<file path="config.mk">
export PLATFORM = sky130hd
export DESIGN_NAME = cursor_ink_overlay
export DESIGN_NICKNAME = d
export VERILOG_FILES = /design/src/overlay_pkg.sv /design/src/overlay_mix_if.sv /design/src/cursor_ink_overlay.sv /design/src/overlay_mixer.sv
export SDC_FILE = /design/constraint.sdc
export NUM_CORES = 2
export LEC_CHECK = 0
export ABC_CLOCK_PERIOD_IN_PS = 7820
export BUFFER_PORTS_ARGS = -buffer_cell sky130_fd_sc_hd__clkbuf_2
export CORE_MARGIN = 3
export CORE_UTILIZATION = 65
export CTS_CLUSTER_DIAMETER = 150
export DETAILED_ROUTE_END_ITERATION = 8
export HOLD_SLACK_MARGIN = 0.12
export PLACE_DENSITY = 0.85
export SLEW_MARGIN = 20
export SYNTH_ARGS = -nofsm -noshare
export SYNTH_HDL_FRONTEND = slang
export SYNTH_SLANG_ARGS = --single-unit
export TNS_END_PERCENT = 1
</file>
<file path="constraint.sdc">
create_clock -name core_clk -period 7.82 [get_ports core_clk]
set_input_delay 0 -clock core_clk [delete_from_list [all_inputs] [get_ports core_clk]]
set_output_delay 0 -clock core_clk [all_outputs]
set_load 0.005 [all_outputs]
</file>
<file path="src/overlay_pkg.sv">
// package: register map, field layout and constants of the cursor/ink overlay
package overlay_pkg;

  // ****************************************************************
  // register indices (index of printed map, byte address = 4x)
  // ****************************************************************
  localparam logic [7:0]  IDX_LCD_CTRL       = 8'h70;
  localparam logic [7:0]  IDX_LCD_START      = 8'h71;
  localparam logic [7:0]  IDX_LCD_C0_BLUE    = 8'h76;
  localparam logic [7:0]  IDX_LCD_C0_GREEN   = 8'h77;
  localparam logic [7:0]  IDX_LCD_C0_RED     = 8'h78;
  localparam logic [7:0]  IDX_LCD_C1_BLUE    = 8'h7a;
  localparam logic [7:0]  IDX_LCD_C1_GREEN   = 8'h7b;
  localparam logic [7:0]  IDX_LCD_C1_RED     = 8'h7c;
  localparam logic [7:0]  IDX_LCD_FIFO_THR   = 8'h7e;
  localparam logic [7:0]  IDX_TV_CTRL        = 8'h80;
  localparam logic [7:0]  IDX_TV_START       = 8'h81;
  localparam logic [7:0]  IDX_TV_C0_BLUE     = 8'h86;
  localparam logic [7:0]  IDX_TV_C0_GREEN    = 8'h87;
  localparam logic [7:0]  IDX_TV_C0_RED      = 8'h88;
  localparam logic [7:0]  IDX_TV_C1_BLUE     = 8'h8a;
  localparam logic [7:0]  IDX_TV_C1_GREEN    = 8'h8b;
  localparam logic [7:0]  IDX_TV_C1_RED      = 8'h8c;
  localparam logic [7:0]  IDX_TV_FIFO_THR    = 8'h8e;

  // ****************************************************************
  // field widths, reset values, modes
  // ****************************************************************
  localparam int          BLUE_W             = 5;
  localparam int          GREEN_W            = 6;
  localparam int          RED_W              = 5;
  localparam int          THR_W              = 4;
  localparam int          ADDR_W             = 22;
  localparam logic [7:0]  RESET_BYTE         = 8'h00;
  localparam logic [1:0]  MODE_OFF           = 2'h0;
  localparam logic [1:0]  MODE_CURSOR        = 2'h1;
  localparam logic [1:0]  MODE_INK           = 2'h2;
  localparam logic [1:0]  CODE_COLOR0        = 2'h0;
  localparam logic [1:0]  CODE_COLOR1        = 2'h1;
  localparam logic [1:0]  CODE_BACKGROUND    = 2'h2;
  localparam logic [1:0]  CODE_INVERT        = 2'h3;

  // ****************************************************************
  // memory layout constants
  // ****************************************************************
  localparam logic [ADDR_W-1:0] CURSOR_BYTES = 22'h000400;
  localparam int          GRANULE_SHIFT      = 13;
  localparam logic [3:0]  AUTO_THRESHOLD     = 4'h8;
  localparam int          FIFO_DEPTH         = 16;
  localparam int          DP_DIV_SHIFT       = 4;
  localparam logic [2:0]  DP_FACTOR_COLOR    = 3'h4;
  localparam logic [2:0]  DP_FACTOR_MONO     = 3'h1;

endpackage
</file>
<file path="src/overlay_mix_if.sv">
// interface: one channel's settings travelling from the top to its mixer
interface overlay_mix_if;
  logic [1:0]  mode;
  logic [15:0] color0;
  logic [15:0] color1;
  logic [1:0]  code;
  logic        code_valid;
  logic [15:0] bg_pixel;
  logic [15:0] out_pixel;
  modport top (output mode, color0, color1, code, code_valid, bg_pixel, input out_pixel);
  modport mix (input mode, color0, color1, code, code_valid, bg_pixel, output out_pixel);
endinterface

</file>
<file path="src/cursor_ink_overlay.sv">
// top: APB registers, overlay fetch and pixel mixing for the LCD and TV channels
// Operation
// - TV colour 0 stored as 5-bit blue, 6-bit green, 5-bit red bytes.
// - TV colour 1 stored in the same layout in three more bytes.
// - each channel has a 4-bit FIFO high threshold in bits 3..0.
// - fetch keeps overlay FIFO filled to the threshold during display.
// - threshold zero means hardware chooses the threshold itself.
// - each channel locates its image from its own start address register.
// - dual-panel buffer is width times height times factor over 16 bytes.
// - dual-panel buffer starts at memory size minus its size.
// - a cursor fetch is always exactly 1024 bytes.
// - an ink fetch is width times height over 4 bytes.
// - ink start address moves in 8 KB granules.
// - start value zero places image at memory size minus 1024.
// - control value 0000 0001 enables the LCD hardware cursor.
// - start value n places image at memory size minus n times 8192.
// - codes pick colour 0, colour 1, background, inverted background.
// - the cursor image is 64 by 64 pixels at 2 bpp.
// - cursor position takes effect when Y high byte is written.
//
// Design decision made here: the APB interface to the registers.
module cursor_ink_overlay
(
  input  wire logic        core_clk,
  input  wire logic        resetn,
  input  wire logic        psel,
  input  wire logic        penable,
  input  wire logic        pwrite,
  input  wire logic [11:0] paddr,
  input  wire logic [31:0] pwdata,
  output logic             pready,
  output logic [31:0]      prdata,
  output logic             pslverr,
  input  wire logic [21:0] mem_size,
  input  wire logic [10:0] disp_width,
  input  wire logic [10:0] disp_height,
  input  wire logic        dp_enable,
  input  wire logic        dp_color,
  input  wire logic        frame_start,
  input  wire logic [1:0]  pix_ready,
  input  wire logic [31:0] bg_pixels,
  output logic [1:0]       fetch_req,
  output logic [43:0]      fetch_addr,
  input  wire logic [1:0]  fetch_ack,
  input  wire logic [15:0] fetch_data,
  output logic [31:0]      out_pixels,
  output logic [1:0]       out_valid,
  output logic [21:0]      dp_base,
  output logic [21:0]      lcd_image_base,
  output logic [21:0]      tv_image_base,
  output logic [43:0]      cursor_pos,
  output logic [1:0]       pos_update
);

  // ****************************************************************
  // state
  // ****************************************************************
  typedef struct packed
  {
    logic [7:0]  ctrl;
    logic [7:0]  start;
    logic [15:0] c0;
    logic [15:0] c1;
    logic [3:0]  thr;
    logic [7:0]  xl;
    logic [7:0]  xh;
    logic [7:0]  yl;
    logic [10:0] pos_x;
    logic [10:0] pos_y;
    logic        upd;
    logic        req;
    logic [21:0] addr;
    logic [21:0] left;
    logic [4:0]  level;
    logic [3:0]  bitpos;
    logic [15:0] out_pix;
    logic        out_v;
  } chan_type;

  typedef struct packed
  {
    logic        pready;
    logic [31:0] prdata;
    logic        pslverr;
    logic [21:0] dp_base;
    logic [21:0] lcd_base;
    logic [21:0] tv_base;
    chan_type [1:0] ch;
  } state_type;

  state_type   s_q;
  state_type   s_d;

  // ****************************************************************
  // per-channel fifo of fetched words, and mixers
  // ****************************************************************
  logic [15:0] fifo_mem [2][overlay_pkg::FIFO_DEPTH];
  logic [3:0]  wr_ptr_q [2];
  logic [3:0]  rd_ptr_q [2];
  logic [15:0] mix_out [2];
  logic [15:0] head [2];
  logic [3:0]  eff_thr [2];
  logic        pop [2];
  logic        push [2];
  logic [7:0]  reg_idx;
  logic        wr_en;
  logic        rd_en;

  assign reg_idx = paddr[9:2];
  assign wr_en   = psel && penable && pwrite && !s_q.pready;
  assign rd_en   = psel && penable && !pwrite && !s_q.pready;

  genvar g;
  generate
    for (g = 0; g < 2; g++)
    begin : chan
      overlay_mix_if mif ();
      assign mif.mode       = s_q.ch[g].ctrl[1:0];
      assign mif.color0     = s_q.ch[g].c0;
      assign mif.color1     = s_q.ch[g].c1;
      assign mif.code_valid = s_q.ch[g].level != 5'h00;
      assign mif.code       = head[g][s_q.ch[g].bitpos +: 2];
      assign mif.bg_pixel   = bg_pixels[g*16 +: 16];
      assign mix_out[g]     = mif.out_pixel;
      assign head[g]        = fifo_mem[g][rd_ptr_q[g]];
      // zero threshold falls back to the built-in value
      assign eff_thr[g]     = (s_q.ch[g].thr == 4'h0) ? overlay_pkg::AUTO_THRESHOLD
                                                        : s_q.ch[g].thr;
      assign push[g]        = s_q.ch[g].req && fetch_ack[g];
      assign pop[g]         = pix_ready[g] && s_q.ch[g].level != 5'h00
                              && s_q.ch[g].bitpos == 4'he;
      overlay_mixer mixer (.mix(mif.mix));

      always_ff @(posedge core_clk or negedge resetn)
      begin
        if (!resetn)
        begin
          wr_ptr_q[g] <= 4'h0;
          rd_ptr_q[g] <= 4'h0;
        end
        else
        begin
          if (push[g])
          begin
            fifo_mem[g][wr_ptr_q[g]] <= fetch_data;
            wr_ptr_q[g] <= wr_ptr_q[g] + 4'h1;
          end
          if (pop[g])
            rd_ptr_q[g] <= rd_ptr_q[g] + 4'h1;
          if (frame_start)
          begin
            wr_ptr_q[g] <= 4'h0;
            rd_ptr_q[g] <= 4'h0;
          end
        end
      end
    end
  endgenerate

  // ****************************************************************
  // image base and length
  // ****************************************************************
  function automatic logic [21:0] image_base(input logic [7:0] start, input logic [21:0] size);
    logic [21:0] gran;
    gran = {1'b0, start, 13'h0000};
    if (start == 8'h00)
      image_base = size - overlay_pkg::CURSOR_BYTES;
    else
      image_base = size - gran;
  endfunction

  function automatic logic [21:0] image_len(input logic [1:0] mode, input logic [10:0] w,
                                            input logic [10:0] h);
    logic [21:0] area;
    area = {11'h000, w} * {11'h000, h};
    if (mode == overlay_pkg::MODE_INK)
      image_len = area >> 2;
    else
      image_len = overlay_pkg::CURSOR_BYTES;
  endfunction

  // ****************************************************************
  // next state
  // ****************************************************************
  always_comb
  begin
    logic [7:0]  idx;
    logic [7:0]  wb;
    logic [7:0]  rb;
    logic [21:0] area;
    idx = 8'h00;
    wb  = pwdata[7:0];
    rb  = 8'h00;
    area = {11'h000, disp_width} * {11'h000, disp_height};
    s_d = s_q;
    s_d.pready  = 1'b0;
    s_d.pslverr = 1'b0;
    // dual panel buffer sits at the very top of memory
    s_d.dp_base = dp_enable ? mem_size - ((area * (dp_color ? 22'(overlay_pkg::DP_FACTOR_COLOR)
                  : 22'(overlay_pkg::DP_FACTOR_MONO))) >> overlay_pkg::DP_DIV_SHIFT)
                  : mem_size;
    for (int c = 0; c < 2; c++)
    begin
      s_d.ch[c].upd = 1'b0;
      idx = (c == 0) ? overlay_pkg::IDX_LCD_CTRL : overlay_pkg::IDX_TV_CTRL;
      if (wr_en && reg_idx[7:4] == idx[7:4])
      begin
        case (reg_idx[3:0])
          4'h0: s_d.ch[c].ctrl = wb;
          4'h1: s_d.ch[c].start = wb;
          4'h2: s_d.ch[c].xl = wb;
          4'h3: s_d.ch[c].xh = wb;
          4'h4: s_d.ch[c].yl = wb;
          4'h5:
          begin
            s_d.ch[c].pos_x = {s_q.ch[c].xh[7], s_q.ch[c].xh[1:0], s_q.ch[c].xl};
            s_d.ch[c].pos_y = {wb[7], wb[1:0], s_q.ch[c].yl};
            s_d.ch[c].upd   = 1'b1;
          end
          4'h6: s_d.ch[c].c0[4:0]   = wb[4:0];
          4'h7: s_d.ch[c].c0[10:5]  = wb[5:0];
          4'h8: s_d.ch[c].c0[15:11] = wb[4:0];
          4'ha: s_d.ch[c].c1[4:0]   = wb[4:0];
          4'hb: s_d.ch[c].c1[10:5]  = wb[5:0];
          4'hc: s_d.ch[c].c1[15:11] = wb[4:0];
          4'he: s_d.ch[c].thr = wb[3:0];
          default: s_d.ch[c].ctrl = s_q.ch[c].ctrl;
        endcase
      end
      if (reg_idx[7:4] == idx[7:4])
      begin
        case (reg_idx[3:0])
          4'h0: rb = s_q.ch[c].ctrl;
          4'h1: rb = s_q.ch[c].start;
          4'h2: rb = s_q.ch[c].xl;
          4'h3: rb = s_q.ch[c].xh;
          4'h4: rb = s_q.ch[c].yl;
          4'h5: rb = {s_q.ch[c].pos_y[10], 5'h00, s_q.ch[c].pos_y[9:8]};
          4'h6: rb = {3'h0, s_q.ch[c].c0[4:0]};
          4'h7: rb = {2'h0, s_q.ch[c].c0[10:5]};
          4'h8: rb = {3'h0, s_q.ch[c].c0[15:11]};
          4'ha: rb = {3'h0, s_q.ch[c].c1[4:0]};
          4'hb: rb = {2'h0, s_q.ch[c].c1[10:5]};
          4'hc: rb = {3'h0, s_q.ch[c].c1[15:11]};
          4'he: rb = {4'h0, s_q.ch[c].thr};
          default: rb = rb;
        endcase
      end
      // fetch engine: refill below threshold while image bytes remain
      if (frame_start)
      begin
        s_d.ch[c].addr  = image_base(s_q.ch[c].start, mem_size);
        s_d.ch[c].left  = (s_q.ch[c].ctrl[1:0] == overlay_pkg::MODE_OFF) ? 22'h0
                          : image_len(s_q.ch[c].ctrl[1:0], disp_width, disp_height);
        s_d.ch[c].level = 5'h00;
        s_d.ch[c].req   = 1'b0;
        s_d.ch[c].bitpos = 4'h0;
      end
      else
      begin
        if (push[c])
        begin
          s_d.ch[c].addr = s_q.ch[c].addr + 22'h2;
          s_d.ch[c].left = (s_q.ch[c].left > 22'h2) ? s_q.ch[c].left - 22'h2 : 22'h0;
        end
        s_d.ch[c].level = s_q.ch[c].level + {4'h0, push[c]} - {4'h0, pop[c]};
        s_d.ch[c].req = s_d.ch[c].left != 22'h0
                        && s_d.ch[c].level < {1'b0, eff_thr[c]};
        if (pix_ready[c] && s_q.ch[c].level != 5'h00)
          s_d.ch[c].bitpos = s_q.ch[c].bitpos + 4'h2;
      end
      s_d.ch[c].out_v   = pix_ready[c];
      s_d.ch[c].out_pix = mix_out[c];
    end
    s_d.lcd_base = image_base(s_d.ch[0].start, mem_size);
    s_d.tv_base  = image_base(s_d.ch[1].start, mem_size);
    if (psel && penable && !s_q.pready)
    begin
      s_d.pready  = 1'b1;
      s_d.prdata  = rd_en ? {24'h0, rb} : s_q.prdata;
      s_d.pslverr = paddr[11:10] != 2'h0;
    end
  end

  always_ff @(posedge core_clk or negedge resetn)
  begin
    if (!resetn)
      s_q <= '0;
    else
      s_q <= s_d;
  end

  // ****************************************************************
  // outputs
  // ****************************************************************
  assign pready         = s_q.pready;
  assign prdata         = s_q.prdata;
  assign pslverr        = s_q.pslverr;
  assign dp_base        = s_q.dp_base;
  assign lcd_image_base = s_q.lcd_base;
  assign tv_image_base  = s_q.tv_base;
  assign fetch_req      = {s_q.ch[1].req, s_q.ch[0].req};
  assign fetch_addr     = {s_q.ch[1].addr, s_q.ch[0].addr};
  assign out_pixels     = {s_q.ch[1].out_pix, s_q.ch[0].out_pix};
  assign out_valid      = {s_q.ch[1].out_v, s_q.ch[0].out_v};
  assign cursor_pos     = {s_q.ch[1].pos_y, s_q.ch[1].pos_x, s_q.ch[0].pos_y, s_q.ch[0].pos_x};
  assign pos_update     = {s_q.ch[1].upd, s_q.ch[0].upd};

  // ****************************************************************
  // checks
  // ****************************************************************
  apb_one_wait_a: assert property (@(posedge core_clk) disable iff (!resetn)
    psel && penable && !pready |=> pready)
    else $error("apb answer late");

  color_write_a: assert property (@(posedge core_clk) disable iff (!resetn)
    wr_en && reg_idx == overlay_pkg::IDX_TV_C0_GREEN |=> s_q.ch[1].c0[10:5] == $past(pwdata[5:0]))
    else $error("tv colour 0 green lost");

  color1_write_a: assert property (@(posedge core_clk) disable iff (!resetn)
    wr_en && reg_idx == overlay_pkg::IDX_TV_C1_RED |=> s_q.ch[1].c1[15:11] == $past(pwdata[4:0]))
    else $error("tv colour 1 red lost");

  fetch_stop_a: assert property (@(posedge core_clk) disable iff (!resetn)
    s_q.ch[0].left == 22'h0 |-> !fetch_req[0])
    else $error("fetch past image end");

  fifo_fill_a: assert property (@(posedge core_clk) disable iff (!resetn)
    fetch_req[0] |-> s_q.ch[0].level < {1'b0, eff_thr[0]})
    else $error("fetch above threshold");

  auto_thr_a: assert property (@(posedge core_clk) disable iff (!resetn)
    s_q.ch[1].thr == 4'h0 |-> eff_thr[1] == overlay_pkg::AUTO_THRESHOLD)
    else $error("auto threshold missing");

  pos_hold_a: assert property (@(posedge core_clk) disable iff (!resetn)
    !(wr_en && reg_idx == 8'h75) |=> $stable(s_q.ch[0].pos_y))
    else $error("cursor moved early");

  bypass_a: assert property (@(posedge core_clk) disable iff (!resetn)
    s_q.ch[0].ctrl[1:0] == overlay_pkg::MODE_OFF |-> mix_out[0] == bg_pixels[15:0])
    else $error("disabled overlay altered pixel");

endmodule

</file>
<file path="src/overlay_mixer.sv">
// mixer: merges one 2 bpp overlay code with the background pixel
module overlay_mixer
(
  overlay_mix_if.mix  mix
);

  always_comb
  begin
    mix.out_pixel = mix.bg_pixel;
    if (mix.mode != overlay_pkg::MODE_OFF && mix.code_valid)
    begin
      case (mix.code)
        overlay_pkg::CODE_COLOR0:     mix.out_pixel = mix.color0;
        overlay_pkg::CODE_COLOR1:     mix.out_pixel = mix.color1;
        overlay_pkg::CODE_BACKGROUND: mix.out_pixel = mix.bg_pixel;
        default:                      mix.out_pixel = ~mix.bg_pixel;
      endcase
    end
  end

endmodule

</file>
==> run summary <==
Worst-skew pair later-pin latency: 650 ps
Data arrival, critical path: 7900 ps
Switching Fraction: 38.6%
PwrDens: 364 mW/mm^2
Root buffer cell: clkbuf_16
Final Max Slew Viols: 0
Seq/Total Area, Yosys: 53.4%
Number of cells on the critical path: 29
Initial antenna violation count: 3
Clk sinks: 932
Setup CP Type: input pin to flip-flop
TritonCTS clock tree: built
Ys async rst share: 45.1%
Internal: 12.0 mW
Synth Register Bits: 932
Die width: 279 um
Logic gate share of total power: 47.2%
Drt wl/cell: 25.2 um
Routability cong.: 0.929
RSZ-0062 raised after global routing: no
CP required: 8400 ps
H-tree levels: 3
Final hold slack: 134 ps
Max FO, Critical Path: 11
Crit path launch: disp_width[7]
Via count: 32.9k
1st-iter DRT viols: 4044
Largest net degree at the start of global routing: 170
Yosys warning total: 0
Worst rel slew slack: 20.6%
CP bufs+invs: 5
Share of the synthesized area in the top cell type: 31.7%
I/O Pins: 374
Status: completed
Worst reg2reg startpoint: rd_ptr_q[0]$_DFFE_PN0P_
Routed WL: 128000 um
Clk buf depth: 3
Tightest Pin Transition: 1180 ps
Die area: 0.0779 sq mm
Area leader, netlist: edfxtp_1
Post-CTS Setup Bufs: 0
Iteration count of the initial detailed-routing pass: 6
Vert. Die Dim: 279 um
Post-synth top flop: edfxtp_1
Clock power share: 23.4%
Mapped cell area: 0.0485 sq mm
Post-route ant nets: 0
Setup violators final: 0
Total grt overflow: 0
Reg2reg end: out_pixels[23]$_DFF_PN0_
Gr usage total: 32.8%
Finished Core Util: 73.4%
Setup Skew: 25.7 ps
Pleak: 21.9 nW
Worst path top cell family by delay: adder cells
Final period util: 93.6%
Clk slew on worst S/H paths: 70 ps
Total Neg Setup Slack: 0 ps
Final hold vios: 0
Routed vias/inst: 6.49
Overall Power: 19.6 mW
Sequential group share of total power: 29.4%
Yosys cell types: 83
Avg Cell Area, Syn: 12.7 sq um
DP Wirelength: 82500 um
R2R depth: 10
Layout cell share with drive strength beyond 1: 22.4%
P_sw: 7.56 mW
Setup crit end: dp_base[20]$_DFF_PN0_
IO buf count: 323
Gate Count Post-Synth: 3807
Final net count: 4436
Via count of the first global-routing pass: 33.0k
Worst hold path type: input pin to flip-flop
Placed Cells: 4790
Max VDD drop: 0.000829 V
Global-route wire length before repair: 197000 um
Slowest cell on the critical path: fa_1
Internal reg-to-reg setup slack: 2920 ps
TritonCTS Buffers: 91
Row count: 99
Max_cap viols: 0
Crit-path max cell delay: 580 ps
Nature of the critical path startpoint: input pin
Period minus WS final: 7320 ps
CP endpoint kind: flip-flop
Starting Density: 66.0%
Synth-to-layout area growth: 11.2%
Top cells by area, synth: edfxtp_1 (32%), dfrtp_1 (22%), mux4_2 (6.6%), mux2_2 (4.5%), ha_1 (4.2%)
Post-route insts no fill: 5074
Drt drc: 0
Core ar.: 0.0735 sq mm
Post-synth EDFFs: 512
Maximum clock rate: 137 MHz
sequential cells by signal (all words and copies together) (netlist names):
signal and cells:
fifo_mem 512, s_q 144, cursor_pos 44, fetch_addr 44, chan.mif.color0 32, chan.mif.color1 32, out_pixels 32, dp_base 22
tv_image_base 22, lcd_image_base 12, prdata 8, rd_ptr_q 8, wr_ptr_q 8, chan.mif.mode 4, fetch_req 2, out_valid 2
pos_update 2, pready 1, pslverr 1
cells in the mapped netlist, types with 9 or more instances:
library cell / number
edfxtp_1: 512
dfrtp_1: 420
buf_4: 237
nor2_1: 213
inv_1: 209
nand2_1: 207
mux2_2: 195
a21oi_1: 188
ha_1: 162
mux4_2: 142
clkbuf_1: 124
o21ai_0: 104
xnor2_1: 102
fa_1: 88
xor2_1: 82
and2_1: 77
nor3_1: 66
mux2i_1: 63
nand3_1: 61
o22ai_1: 61
nor2b_1: 38
a22oi_1: 29
a31oi_1: 28
nand2b_1: 26
a221oi_1: 25
or3_1: 25
nor4_1: 23
buf_2: 21
nand4_1: 20
a21o_1: 18
a22o_1: 17
and3_1: 16
o22a_1: 16
nor3b_1: 14
o211ai_1: 13
o21bai_1: 12
buf_1: 11
a21boi_0: 10
buf_6: 9
o31ai_1: 9
layer usage:
metal | part of all wire (%) | global-route usage [%]
met3 | 9.5 | 6.17
met2 | 49 | 54.4
met4 | 4.7 | 13.8
met1 | 37 | 43.0
met5 | 0 | 0
cell families (layout without fill, tap and decap cells):
logic type | count (synthesis) | count (layout) | share of synthesized area, %
AOI/OAI and AO/OA | 596 | 596 | 7.82
buffers and inverters | 614 | 879 | 6.78
DFF | 932 | 932 | 53.4
adders and majority gates | 250 | 250 | 7.81
other | 2 | 45 | 0.0155
muxes | 400 | 400 | 12.4
xor gates and xnor gates | 184 | 184 | 3.32
and+or+nand+nor | 829 | 829 | 8.44
power groups by stage:
stage	clock [mW]	sequential [mW]	combinational [mW]
after floorplan	0	5.75	6.97
after global placement	0	5.84	8.65
after detailed placement	0	5.85	8.85
after CTS	4.61	5.76	8.99
after global routing	4.80	5.80	10.2
final	4.59	5.77	9.24
cells in the final DEF, fill, tap and decap left out, types with 20 or more instances in the layout:
| cell | synthesis | layout |
|---|---|---|
| nor3_1 | 66 | 52 |
| edfxtp_1 | 512 | 512 |
| ha_1 | 162 | 162 |
| a21oi_1 | 188 | 188 |
| fa_1 | 88 | 88 |
| and2_1 | 77 | 77 |
| nand3_1 | 61 | 61 |
| nor2b_1 | 38 | 38 |
| nand4_1 | 20 | 20 |
| mux2_2 | 195 | 195 |
| mux2i_1 | 63 | 63 |
| buf_4 | 237 | 61 |
| clkbuf_16 | 0 | 93 |
| nand2_1 | 207 | 207 |
| o22ai_1 | 61 | 61 |
| dfrtp_1 | 420 | 416 |
| clkbuf_2 | 0 | 322 |
| mux4_2 | 142 | 142 |
| o21ai_0 | 104 | 104 |
| a22oi_1 | 29 | 29 |
| a31oi_1 | 28 | 28 |
| dlygate4sd3_1 | 0 | 113 |
| nand2b_1 | 26 | 26 |
| xor2_1 | 82 | 82 |
| xnor2_1 | 102 | 101 |
| nor4_1 | 23 | 22 |
| or3_1 | 25 | 25 |
| nor2_1 | 213 | 206 |
| conb_1 | 2 | 43 |
| inv_1 | 209 | 209 |
| a221oi_1 | 25 | 25 |
worst min path at each step:
stage          slack, ps  depth (start not counted)           from                           endpoint
4_1_cts              130                          1  fetch_data[2]           fifo_mem[0][2]$_DFFE_PP_
5_1_grt              180                          1  fetch_data[9]          fifo_mem[0][73]$_DFFE_PP_
3_5_place_dp         -30                          1         resetn            pos_update[1]$_DFF_PN0_
2_1_floorplan       -300                          0         resetn  chan[0].mif.color0[0]$_DFFE_PN0P_
6_report             130                          1  fetch_data[2]           fifo_mem[0][2]$_DFFE_PP_
3_3_place_gp         -30                          1         resetn            pos_update[1]$_DFF_PN0_
repair_timing:
item                                   in CTS  in global routing
endpoints found under the hold margin     850                  0
setup endpoints to repair                   0                  1
resized for setup                           0                  2
hold buffers                              114                  0
stage by stage:
stage | setup WS [ps] | area (sq um)
finish | 502 | 53900
detailed placement | 315 | 49600
global route | 111 | 53900
CTS | 456 | 53900
global placement | 621 | 49600
floorplan | 1120 | 48600
cell type report:
cell class / count / area, sq um
Antenna cell: 2 / 5.00
Clock buffer: 120 / 2520
Multi-Input combinational cell: 2302 / 19600
Inverter: 212 / 796
Timing Repair Buffer: 499 / 3260
Clock inverter: 48 / 602
Sequential cell: 932 / 25900
Fill cell: 4494 / 19600
Tap cell: 959 / 1200
Power figures use the tool's default switching activity.
